--- src/rtl/dmc_pkg.sv ---
package dmc_pkg;
   // clock and timing
   localparam int unsigned CLK_PERIOD_NS = 10;
   localparam int unsigned RETRY_BASE_MS = 10;
   localparam int unsigned RETRY_BASE_CYCLES = RETRY_BASE_MS * 1000000 / CLK_PERIOD_NS;
   localparam int unsigned SYNC_PERIOD_NS = 5000;
   localparam int unsigned LOW_RESET_CYCLES = (2 * SYNC_PERIOD_NS + CLK_PERIOD_NS - 1) / CLK_PERIOD_NS;
   localparam int unsigned RETRIES_PER_STAGE = 8;
   localparam logic [1:0] LAST_STAGE = 2'h3;
   localparam int unsigned TIMER_W = 24;
   localparam int unsigned LOWCNT_W = 11;

   // register byte addresses
   localparam logic [7:0] ADDR_HWCTRL = 8'h00;
   localparam logic [7:0] ADDR_OUTEN = 8'h04;
   localparam logic [7:0] ADDR_LATCHCLR = 8'h08;
   localparam logic [7:0] ADDR_OLCFG = 8'h0c;
   localparam logic [7:0] ADDR_MAP = 8'h10;
   localparam logic [7:0] ADDR_DIAG = 8'h14;
   localparam logic [7:0] ADDR_INPUT_STATUS_WORD = 8'h18;
   localparam logic [7:0] ADDR_MONITOR = 8'h1c;

   // field positions
   localparam int unsigned HW_ACT_BIT = 0;
   localparam int unsigned HW_PWM_LSB = 1;
   localparam int unsigned MAP_A_LSB = 0;
   localparam int unsigned MAP_B_LSB = 4;
   localparam int unsigned DIAG_UV_BIT = 0;
   localparam int unsigned DIAG_LOP_BIT = 1;
   localparam int unsigned DIAG_MODE_LSB = 2;
   localparam int unsigned DIAG_TER_BIT = 4;
   localparam int unsigned DIAG_OPEN_LOAD_ON_FLAG_BIT = 5;
   localparam int unsigned DIAG_OPEN_LOAD_OFF_FLAG_BIT = 6;
   localparam int unsigned DIAG_ERR_LSB = 8;
   localparam int unsigned INPUT_STATUS_WORD_TER_BIT = 0;
   localparam int unsigned INPUT_STATUS_WORD_INA_BIT = 1;
   localparam int unsigned INPUT_STATUS_WORD_INB_BIT = 2;

   // reset values and fixed channels
   localparam logic [2:0] MAP_A_RST = 3'h2;
   localparam logic [2:0] MAP_B_RST = 3'h3;
   localparam int unsigned LIMP_CH_A = 2;
   localparam int unsigned LIMP_CH_B = 3;

   typedef enum logic [1:0] {MODE_SLEEP, MODE_IDLE, MODE_ACTIVE, MODE_LIMP} dmc_mode_t;
endpackage

--- src/rtl/dmc_mode_ctrl.sv ---
// How it works
// - idle pin and both inputs low: sleep, outputs off, registers to defaults.
// - idle pin high, inputs low: idle, channels off, open-load source off.
// - in idle, registers and serial access only with logic supply good.
// - overload and overtemperature flags survive going from active to idle.
// - idle pin high plus either input high enters active.
// - idle pin high plus activate, output or pwm enable write enters active.
// - each active entry restores input a to channel 2, b to 3.
// - idle pin low with an input high is limp home, channels 2/3 only.
// - in limp home input a drives channel 2, input b channel 3.
// - limp home pin control works right after power-up, unconfigured.
// - limp home serial access is read-only, faults and monitor still reported.
// - limp home keeps the open-load current source off on every channel.
// - limp entry sets undervoltage and low-logic flags, clears open-load flags.
// - first response after limp entry is the input word with error set.
// - limp retries: eight at 10 ms, eight at 20, eight at 40, then 80.
// - the initial turn-on attempt is not counted as a retry.
// - input low two sync periods restarts the schedule at 10 ms.
// - power-on starts when either supply-good indication asserts.
// - both supplies bad: channels off, serial blocked, registers held reset.
// - low-logic flag stays set until the diagnostic word is read.
// - channel error clears by latch-clear write or in sleep; the latch-clear then self-clears.
`timescale 1ns/10ps
`default_nettype none
module dmc_mode_ctrl
#(
   parameter int unsigned RetryBaseCycles = dmc_pkg::RETRY_BASE_CYCLES // 10 ms stage interval
)
(
   input wire logic ref_clk, // system clock
   input wire logic rst, // synchronous reset, high
   input wire logic clkEn, // freezes all state when low, except the sleep-mode register clear
   input wire logic idlePin, // idle-control pin, async
   input wire logic directInputA, // direct input a pin, async
   input wire logic directInputB, // direct input b pin, async
   input wire logic vsGood, // battery supply above undervoltage, async
   input wire logic vddGood, // logic supply above undervoltage, async
   input wire logic [7:0] channelFault, // overload/short/overtemp trip per channel
   input wire logic [7:0] outputMonitor, // output status monitor per channel
   input wire logic openLoadOnDet, // open load at on detected, pulse
   input wire logic openLoadOffDet, // open load at off detected, pulse
   input wire logic frameError, // serial frame error, pulse
   input wire logic psel, // apb select
   input wire logic penable, // apb enable
   input wire logic pwrite, // apb direction
   input wire logic [7:0] paddr, // apb byte address
   input wire logic [31:0] pwdata, // apb write data
   output var logic [31:0] prdata, // apb read data
   output logic pready, // apb ready
   output logic pslverr, // apb error
   output var logic [7:0] channelOn, // channel drive
   output var logic [7:0] openLoadSourceEn, // open-load diagnostic current
   output var dmc_pkg::dmc_mode_t mode // current operating mode
);
   import dmc_pkg::*;

   // map index to one-hot channel select
   function automatic logic [7:0] chanSel(input logic [2:0] idx);
      logic [7:0] s;
      s = 8'h00;
      s[idx] = 1'b1;
      return s;
   endfunction

   logic [4:0] syncMeta;
   logic [4:0] syncOut;
   logic idleS;
   logic inAS;
   logic inBS;
   logic vsS;
   logic vddS;
   logic powered;
   dmc_mode_t prevMode;
   dmc_mode_t next_mode;
   logic enterActive;
   logic enterLimp;
   logic regClear;
   logic activateBit;
   logic [1:0] pwmEnable;
   logic [7:0] outEnable;
   logic [7:0] latchClear;
   logic [7:0] olConfig;
   logic [2:0] mapA;
   logic [2:0] mapB;
   logic [7:0] errFlag;
   logic battUvFlag;
   logic lowLogicFlag;
   logic olOnFlag;
   logic olOffFlag;
   logic terFlag;
   logic firstRespPending;
   logic respWasInst;
   logic [1:0] limpTrip;
   logic mapped;
   logic writeOk;
   logic readOk;
   logic accessDone;
   logic wrDone;
   logic rdDone;
   logic [31:0] instWord;
   logic [31:0] diagWord;
   logic [31:0] next_prdata;
   logic [7:0] activeOn;

   // two flops per async pin; only the second stage is read
   always_ff @(posedge ref_clk)
   begin
      if (rst)
      begin
         syncMeta <= 5'h00;
         syncOut <= 5'h00;
      end
      else if (clkEn)
      begin
         syncMeta <= {vddGood, vsGood, directInputB, directInputA, idlePin};
         syncOut <= syncMeta;
      end
   end
   assign idleS = syncOut[0];
   assign inAS = syncOut[1];
   assign inBS = syncOut[2];
   assign vsS = syncOut[3];
   assign vddS = syncOut[4];
   assign powered = vsS | vddS;

   // mode decode from synchronised pins and activation bits
   always_comb
   begin
      if (!powered)
         next_mode = MODE_SLEEP;
      else if (!idleS && !(inAS || inBS))
         next_mode = MODE_SLEEP;
      else if (!idleS)
         next_mode = MODE_LIMP;
      else if (inAS || inBS)
         next_mode = MODE_ACTIVE;
      else if (activateBit || (|outEnable) || (|pwmEnable))
         next_mode = MODE_ACTIVE;
      else
         next_mode = MODE_IDLE;
   end

   always_ff @(posedge ref_clk)
   begin
      if (rst)
      begin
         mode <= MODE_SLEEP;
         prevMode <= MODE_SLEEP;
      end
      else if (clkEn)
      begin
         mode <= next_mode;
         prevMode <= mode;
      end
   end
   assign enterActive = (mode == MODE_ACTIVE) && (prevMode != MODE_ACTIVE);
   assign enterLimp = (mode == MODE_LIMP) && (prevMode != MODE_LIMP);
   // sleep also covers both supplies bad, so one clear term serves both
   assign regClear = (mode == MODE_SLEEP);

   // bus gating by mode and supply; zero wait states
   always_comb
   begin
      case (paddr)
         ADDR_HWCTRL, ADDR_OUTEN, ADDR_LATCHCLR, ADDR_OLCFG, ADDR_MAP, ADDR_DIAG, ADDR_INPUT_STATUS_WORD, ADDR_MONITOR:
            mapped = 1'b1;
         default:
            mapped = 1'b0;
      endcase
   end
   assign readOk = vddS && (mode != MODE_SLEEP);
   assign writeOk = vddS && idleS && ((mode == MODE_IDLE) || (mode == MODE_ACTIVE));
   assign pready = psel && penable && clkEn;
   assign pslverr = pready && (!mapped || !readOk || (pwrite && !writeOk));
   assign accessDone = pready && !pslverr;
   assign wrDone = accessDone && pwrite;
   assign rdDone = accessDone && !pwrite;

   // software control bits; writes land only in idle or active
   always_ff @(posedge ref_clk)
   begin
      if (rst || regClear)
      begin
         activateBit <= 1'b0;
         pwmEnable <= 2'h0;
         outEnable <= 8'h00;
         olConfig <= 8'h00;
      end
      else if (clkEn && wrDone)
      begin
         if (paddr == ADDR_HWCTRL)
         begin
            activateBit <= pwdata[HW_ACT_BIT];
            pwmEnable <= pwdata[HW_PWM_LSB +: 2];
         end
         if (paddr == ADDR_OUTEN)
            outEnable <= pwdata[7:0];
         if (paddr == ADDR_OLCFG)
            olConfig <= pwdata[7:0];
      end
   end

   // input routing; every active entry restores the default map
   always_ff @(posedge ref_clk)
   begin
      if (rst || regClear || (clkEn && enterActive))
      begin
         mapA <= MAP_A_RST;
         mapB <= MAP_B_RST;
      end
      else if (clkEn && wrDone && (paddr == ADDR_MAP))
      begin
         mapA <= pwdata[MAP_A_LSB +: 3];
         mapB <= pwdata[MAP_B_LSB +: 3];
      end
   end

   // error latch: a trip sets, latch-clear releases, trip wins the tie
   always_ff @(posedge ref_clk)
   begin
      if (rst || regClear)
      begin
         errFlag <= 8'h00;
         latchClear <= 8'h00;
      end
      else if (clkEn)
      begin
         errFlag <= (errFlag & ~(latchClear & ~channelFault)) | (channelFault & channelOn);
         if (wrDone && (paddr == ADDR_LATCHCLR))
            latchClear <= (latchClear & errFlag) | pwdata[7:0];
         else
            latchClear <= latchClear & errFlag;
      end
   end

   // diagnostic flags; hardware set beats the read clear
   always_ff @(posedge ref_clk)
   begin
      if (rst || regClear)
      begin
         battUvFlag <= 1'b1;
         lowLogicFlag <= 1'b1;
         olOnFlag <= 1'b0;
         olOffFlag <= 1'b0;
      end
      else if (clkEn)
      begin
         if (enterLimp || !vsS)
            battUvFlag <= 1'b1;
         else if (rdDone && (paddr == ADDR_DIAG) && !respWasInst)
            battUvFlag <= 1'b0;
         if (enterLimp || !vddS)
            lowLogicFlag <= 1'b1;
         else if (rdDone && (paddr == ADDR_DIAG) && !respWasInst)
            lowLogicFlag <= 1'b0;
         if (enterLimp)
         begin
            olOnFlag <= 1'b0;
            olOffFlag <= 1'b0;
         end
         else
         begin
            if (openLoadOnDet && (mode == MODE_ACTIVE))
               olOnFlag <= 1'b1;
            else if (rdDone && (paddr == ADDR_DIAG) && !respWasInst)
               olOnFlag <= 1'b0;
            if (openLoadOffDet && (mode == MODE_ACTIVE))
               olOffFlag <= 1'b1;
            else if (rdDone && (paddr == ADDR_DIAG) && !respWasInst)
               olOffFlag <= 1'b0;
         end
      end
   end

   // transmission error and the forced input-word answer after limp entry
   always_ff @(posedge ref_clk)
   begin
      if (rst || regClear)
      begin
         terFlag <= 1'b1;
         firstRespPending <= 1'b1;
      end
      else if (clkEn)
      begin
         if (frameError)
            terFlag <= 1'b1;
         else if (rdDone && ((paddr == ADDR_INPUT_STATUS_WORD) || respWasInst))
            terFlag <= 1'b0;
         if (enterLimp)
            firstRespPending <= 1'b1;
         else if (accessDone)
            firstRespPending <= 1'b0;
      end
   end

   // read words; the answer is built in the setup cycle
   always_comb
   begin
      instWord = 32'h00000000;
      instWord[INPUT_STATUS_WORD_TER_BIT] = terFlag || firstRespPending;
      instWord[INPUT_STATUS_WORD_INA_BIT] = inAS;
      instWord[INPUT_STATUS_WORD_INB_BIT] = inBS;
      diagWord = 32'h00000000;
      diagWord[DIAG_UV_BIT] = battUvFlag;
      diagWord[DIAG_LOP_BIT] = lowLogicFlag;
      diagWord[DIAG_MODE_LSB +: 2] = mode;
      diagWord[DIAG_TER_BIT] = terFlag;
      diagWord[DIAG_OPEN_LOAD_ON_FLAG_BIT] = olOnFlag;
      diagWord[DIAG_OPEN_LOAD_OFF_FLAG_BIT] = olOffFlag;
      diagWord[DIAG_ERR_LSB +: 8] = errFlag;
      next_prdata = 32'h00000000;
      if (firstRespPending)
         next_prdata = instWord;
      else
         case (paddr)
            ADDR_HWCTRL: next_prdata = {29'h00000000, pwmEnable, activateBit};
            ADDR_OUTEN: next_prdata = {24'h000000, outEnable};
            ADDR_LATCHCLR: next_prdata = {24'h000000, latchClear};
            ADDR_OLCFG: next_prdata = {24'h000000, olConfig};
            ADDR_MAP: next_prdata = {25'h0000000, mapB, 1'b0, mapA};
            ADDR_DIAG: next_prdata = diagWord;
            ADDR_INPUT_STATUS_WORD: next_prdata = instWord;
            ADDR_MONITOR: next_prdata = {24'h000000, outputMonitor};
            default: next_prdata = 32'h00000000;
         endcase
   end

   always_ff @(posedge ref_clk)
   begin
      if (rst)
      begin
         prdata <= 32'h00000000;
         respWasInst <= 1'b0;
      end
      else if (clkEn && psel && !penable)
      begin
         prdata <= (readOk && mapped) ? next_prdata : 32'h00000000;
         respWasInst <= firstRespPending;
      end
   end

   // limp-home auto-retry, one engine each for channels 2 and 3
   generate
      for (genvar k = 0; k < 2; k++)
      begin : limpRetry
         logic pinS;
         logic fault;
         logic [1:0] stage;
         logic [2:0] retryCnt;
         logic [TIMER_W-1:0] timer;
         logic [LOWCNT_W-1:0] lowCnt;
         assign pinS = (k == 0) ? inAS : inBS;
         assign fault = channelFault[(k == 0) ? LIMP_CH_A : LIMP_CH_B];

         always_ff @(posedge ref_clk)
         begin
            if (rst || regClear)
            begin
               limpTrip[k] <= 1'b0;
               stage <= 2'h0;
               retryCnt <= 3'h0;
               timer <= '0;
               lowCnt <= '0;
            end
            else if (clkEn)
            begin
               // low long enough restarts the schedule; short dips are ignored
               if (pinS)
                  lowCnt <= '0;
               else if (lowCnt != LOWCNT_W'(LOW_RESET_CYCLES))
                  lowCnt <= lowCnt + 1'b1;
               if (!pinS && (lowCnt == LOWCNT_W'(LOW_RESET_CYCLES - 1)))
               begin
                  limpTrip[k] <= 1'b0;
                  stage <= 2'h0;
                  retryCnt <= 3'h0;
               end
               else if (limpTrip[k])
               begin
                  if (timer != '0)
                     timer <= timer - 1'b1;
                  else
                  begin
                     limpTrip[k] <= 1'b0;
                     if ((retryCnt == 3'(RETRIES_PER_STAGE - 1)) && (stage != LAST_STAGE))
                     begin
                        retryCnt <= 3'h0;
                        stage <= stage + 1'b1;
                     end
                     else if (stage != LAST_STAGE)
                        retryCnt <= retryCnt + 1'b1;
                  end
               end
               else if ((mode == MODE_LIMP) && pinS && fault && channelOn[(k == 0) ? LIMP_CH_A : LIMP_CH_B])
               begin
                  limpTrip[k] <= 1'b1;
                  timer <= TIMER_W'((RetryBaseCycles << stage) - 1);
               end
            end
         end
      end
   endgenerate

   // channel drive per mode
   assign activeOn = outEnable | (chanSel(mapA) & {8{inAS}}) | (chanSel(mapB) & {8{inBS}});
   always_ff @(posedge ref_clk)
   begin
      if (rst)
         channelOn <= 8'h00;
      else if (clkEn)
      begin
         channelOn <= 8'h00;
         case (mode)
            MODE_ACTIVE:
               if (vsS)
                  channelOn <= activeOn & ~errFlag & ~latchClear;
            MODE_LIMP:
            begin
               // battery supply alone; logic supply plays no part here
               channelOn[LIMP_CH_A] <= vsS && inAS && !limpTrip[0];
               channelOn[LIMP_CH_B] <= vsS && inBS && !limpTrip[1];
            end
            default:
               channelOn <= 8'h00;
         endcase
      end
   end

   // open-load source only in active mode
   always_ff @(posedge ref_clk)
   begin
      if (rst)
         openLoadSourceEn <= 8'h00;
      else if (clkEn)
         openLoadSourceEn <= (mode == MODE_ACTIVE) ? olConfig : 8'h00;
   end
endmodule
`default_nettype wire

--- config.mk ---
export PLATFORM = sky130hd
export DESIGN_NAME = dmc_mode_ctrl
export DESIGN_NICKNAME = d
export VERILOG_FILES = /design/src/rtl/dmc_pkg.sv /design/src/rtl/dmc_mode_ctrl.sv
export SDC_FILE = /design/constraint.sdc
export NUM_CORES = 1
export LEC_CHECK = 0
export BUFFER_PORTS_ARGS = -buffer_cell sky130_fd_sc_hd__buf_2
export CAP_MARGIN = 20
export CORE_MARGIN = 2
export CORE_UTILIZATION = 55
export CTS_CLUSTER_SIZE = 40
export DETAILED_ROUTE_END_ITERATION = 10
export MAX_ROUTING_LAYER = met4
export PLACE_DENSITY = 0.87
export REMOVE_ABC_BUFFERS = 1
export SYNTH_ARGS = -nofsm -noshare
export SYNTH_HDL_FRONTEND = slang
export SYNTH_SLANG_ARGS = --single-unit
--- constraint.sdc ---
create_clock -name ref_clk -period 4.1 [get_ports ref_clk]
set_input_delay 1.23 -clock ref_clk [delete_from_list [all_inputs] [get_ports ref_clk]]
set_output_delay 1.23 -clock ref_clk [all_outputs]
set_load 0.03 [all_outputs]
; ---- After elaboration in Yosys (flattened, before gate mapping)
; Memory sizes are Yosys's and may differ from the RTL's.
; Cells that the tools add are included.
[totals]
reg_bits = 192
rom_bits = 32
output_inout_bits = 52
n_memories = 1
[op_classes]
addsub = 10
order_cmp = 4
n_eq_ne = 24
shift = 2
n_mux = 66
bitwise = 19
reduce_logical = 109
[memory_table]
columns = memory, words, width, read_ports, rd_ports_with_merged_regs, wr, line
row1 = (no name shown), 32, 1, 1, 0, 0, dmc_mode_ctrl.sv:164  ; case (paddr)
[op_table]
columns = op, n
row1 = $mux 24, 6
row2 = $pmux 16 s8, 1
row3 = $sub 24x1->24 const B, 4
row4 = $and 8x8->8, 8
row5 = $reduce_bool 24->1, 2
row6 = $shl 20x2->24 const A, 2
row7 = $mux 11, 4
row8 = $logic_and 1x1->1, 41
row9 = $eq 8x5->1 const B, 4
row10 = $mux 32, 1
row11 = $not 8->8, 4
row12 = $or 8x8->8, 4
row13 = $mux 3, 10
row14 = $mux 2, 14
row15 = $reduce_bool 2->1, 13
row16 = $mux 8, 3
row17 = $reduce_and 4->1, 6
row18 = $add 11x1->11 const B, 2
row19 = $eq 11x10->1 const B, 2
row20 = $mux 1, 22
row21 = $ne 11x10->1 const B, 2
row22 = $reduce_and 2->1, 11
row23 = $eq 8x4->1 const B, 2
row24 = $mux 16, 1
row25 = other kinds (23), 65

; ---- Logic depth before layout (Yosys ltp)
[logic_depth]
word_depth = 15
depth_mapped = 13

; ---- Worst setup path before layout
; OpenSTA, ideal clock, no wires.
[synth_path]
path_type = input to output
start = input paddr[5]
end = output pslverr
t_arrival_ns = 2.500
setup_slack_ns = 0.370
stages = 4
n_path_buf = 0
path_cell_list = or4_4 > or4_4 > a21oi_1 > nor2_1
[synth_between]
elab_chain_cells = 6
[synth_rtl]
columns = item, line
row1 = "start, declared", dmc_mode_ctrl.sv:46  ; input wire logic [7:0] paddr,
row2 = $logic_not 3->1, dmc_mode_ctrl.sv:164
row3 = $mux 1, dmc_mode_ctrl.sv:164
row4 = $logic_not 1->1, dmc_mode_ctrl.sv:174  ; assign pslverr = pready && (!mapped || !readOk || (pwrite && !writeOk));
row5 = $logic_or 1x1->1 (2 in series), dmc_mode_ctrl.sv:174
row6 = $logic_and 1x1->1, dmc_mode_ctrl.sv:174
row7 = "end, declared", dmc_mode_ctrl.sv:50  ; output logic pslverr,
; No other way between the ends.

; ---- Worst setup path in the final report
; Same ends and word-level chain as after synthesis.

==> reports/qor.csv <==
metric,value,unit
dieArea,0.01837,sq mm
synth_top_area_cell,dfxtp_1,
path_max_fanout,4,
rr_endpoint,limpRetry[0].timer[18],
ys_seq_area_share,37.03,%
synthMuxAreaShare,7.141,%
n_antenna_cell,0,
synth_simple_gate_area_share,26.10,%
clk_pin_slew,0.07,ns
gp_congestion,0.9583,
die_w,135.5,um
layout_commonest_cell,dfxtp_1,
slew_viol_final,0,
synth_edf_count,0,
finalClockSkew,0.01231,ns
ant_nets,0,
grt_pass1_vias,8596,
hold_violations,0,
setup_viol,0,
core,0.01712,sq mm
overflow,0,
cts_tree,built,
setup-tns-final,0,ns
slew_headroom,34.90,%
drc_errors,0,
tightest_slew,0.9764,ns
synth_top_family_by_area,simple AND/OR/NAND/NOR gates,
drive_gt1_share,13.32,%
maxCapViolations,0,
drt_iter0_drc,911,
endpoint,pslverr,
ctsHoldBuffers,0,
yosysWarningCount,0,
ys_async_sr_fraction,0,%
crit_start,paddr[5],
cp_data_arrival_time,2.69,ns
synth_area_leaders,"dfxtp_1 (37%), nor2_1 (5.9%), mux2i_1 (5.4%), nand2_1 (5.2%), a21oi_1 (4.9%)",
p_leak,3.776,nW
worstSetupPathType,input port to primary output,
critPathCaptureType,primary output,
regMostFlops,limpRetry.timer,
synth_compound_area_share,17.99,%
wl_per_cell,17.37,um
timing.fmax,255.1,MHz
irDropWorstVdd,323.1,uV
min_period,3.921,ns
netlist_area,0.009514,sq mm
yosysTopAreaCellShare,37.03,%
synth-seq-cells,176,
power_density,326.8,mW/mm^2
h-tree-depth,4,
clock_latency,0.44,ns
rsz0062_at_grt,no,
vias,9139,
clock_sinks,176,
hpwlAfterDp,17220,um
die_h,135.5,um
wirelength,25560,um
whs,0.4468,ns
status,completed,
largest_register_ffs,48,
ios,122,
cts_resized,0,
post_synth_inst_count,1184,
ff2ff_path_depth,9,
final_nets,1329,
synthToLayoutAreaGrowth,11.13,%
drt-vias-per-instance,6.213,
reg2reg_slack,1.00,ns
grt_max_degree,59,
worstPathRequired,2.87,ns
hold_path_class,flip-flop to flip-flop,
yosys.cell_types.count,75,
synthXorXnorAreaFrac,3.038,%
reg_top3,"limpRetry.timer: 48 flops, limpRetry.lowCnt: 22 flops, prdata: 16 flops",
start_util,55.58,%
grt_usage,28.84,%
clockRootBuffer,clkbuf_16,
layout_common_cells,"dfxtp_1 (176), nor2_1 (150), nand2_1 (133)",
ys.flop_type,dfxtp_1,
io_buffers,81,
antenna_found_initial,0,
fillers,1442,
drt_first_pass_iters,5,
synthAdderAreaFrac,3.419,%
rows,48,
cp-start-kind,input port,
syn_area_per_cell,8.036,sq um
grt_pass1_wl,41750,um
fin_crit_sh,95.63,%
cts_buffers,17,
post_cts_buffers,0,
r2r_start,limpRetry[0].stage[1],
cts.path.max_buffers,2,
## routing by layer
metal,global-route usage (%),wire [um]
met4,10.76,607
met5,-,0
met3,5.275,1971
met2,46.02,12230
met1,36.64,10750
## logic make-up (layout without fill, tap and decap cells)
group,Yosys count,in the layout
multiplexers,62,62
XOR/XNOR,33,33
other,1,16
buffers and inverters,112,159
AO/OA/AOI/OAI,274,274
AND/OR/NAND/NOR,500,500
flip-flops,176,176
adder cells (fa/ha/maj),26,26
## synth_stat cells (8+ instances only)
library cell / number
nor4_1: 18
a31oi_1: 9
a21oi_1: 93
o22ai_1: 9
clkbuf_1: 52
nor3_1: 41
nand4_1: 16
a22oi_1: 33
nand2_1: 133
dfxtp_1: 176
ha_1: 26
nor2_1: 150
mux2i_1: 51
nand3_1: 32
o21ai_0: 61
buf_4: 18
inv_1: 27
nor2b_1: 14
nor3b_1: 9
or3_1: 20
xor2_1: 16
a21o_1: 11
xnor2_1: 17
or2_2: 8
and3_1: 8
## how the worst min path moves through the flow
stage                            from                endpoint  slack, ns  depth (start not counted)
2_1_floorplan  limpRetry[0].timer[23]  limpRetry[0].timer[23]       0.41                          2
3_3_place_gp   limpRetry[0].timer[23]  limpRetry[0].timer[23]       0.43                          2
5_1_grt        limpRetry[1].timer[23]  limpRetry[1].timer[23]       0.46                          2
3_5_place_dp   limpRetry[0].timer[23]  limpRetry[0].timer[23]       0.43                          2
6_report       limpRetry[0].timer[23]  limpRetry[0].timer[23]       0.45                          2
4_1_cts        limpRetry[0].timer[23]  limpRetry[0].timer[23]       0.44                          2
## report_power, final
part           switching (mW)  internal [mW]  leakage, nW
Sequential            0.00545           1.71         1.42
Combinational           0.103         0.0440         2.08
Clock                   0.758          0.831        0.278
Total                   0.866           2.59         3.78
## layout make-up
| type | count | area [sq um] | share of cell area, % |
|---|---|---|---|
| well taps | 225 | 281.5 | 2.663 |
| repair buffers | 99 | 540.5 | 5.112 |
| multi-input cells | 911 | 5549 | 52.49 |
| flip-flops and latches | 176 | 3523 | 33.33 |
| clock buffers | 19 | 452.9 | 4.284 |
| inverters | 28 | 105.1 | 0.9941 |
| clock inverters | 13 | 120.1 | 1.136 |
## through the flow
| stage | instances | instance area, sq um | total power [mW] | util (%) | worst slack, ns |
|---|---|---|---|---|---|
| global placement | 1439 | 10000 | 1.900 | 58.42 | 0.1767 |
| CTS | 1471 | 10570 | 3.466 | 61.77 | 0.1787 |
| detailed placement | 1439 | 10000 | 1.902 | 58.42 | 0.1823 |
| finish | 1471 | 10570 | 3.455 | 61.77 | 0.1793 |
| floorplan | 1115 | 9178 | 1.823 | - | 0.3704 |
| global route | 1471 | 10570 | 3.551 | 61.77 | 0.1127 |
## critical path: stages
cell and delay [ns]:
buf_2 0.09, or4_4 0.52, or4_4 0.44, a21oi_1 0.17, nor2_1 0.06, buf_2 0.17
Note: power is estimated with default switching activity, not from simulation.
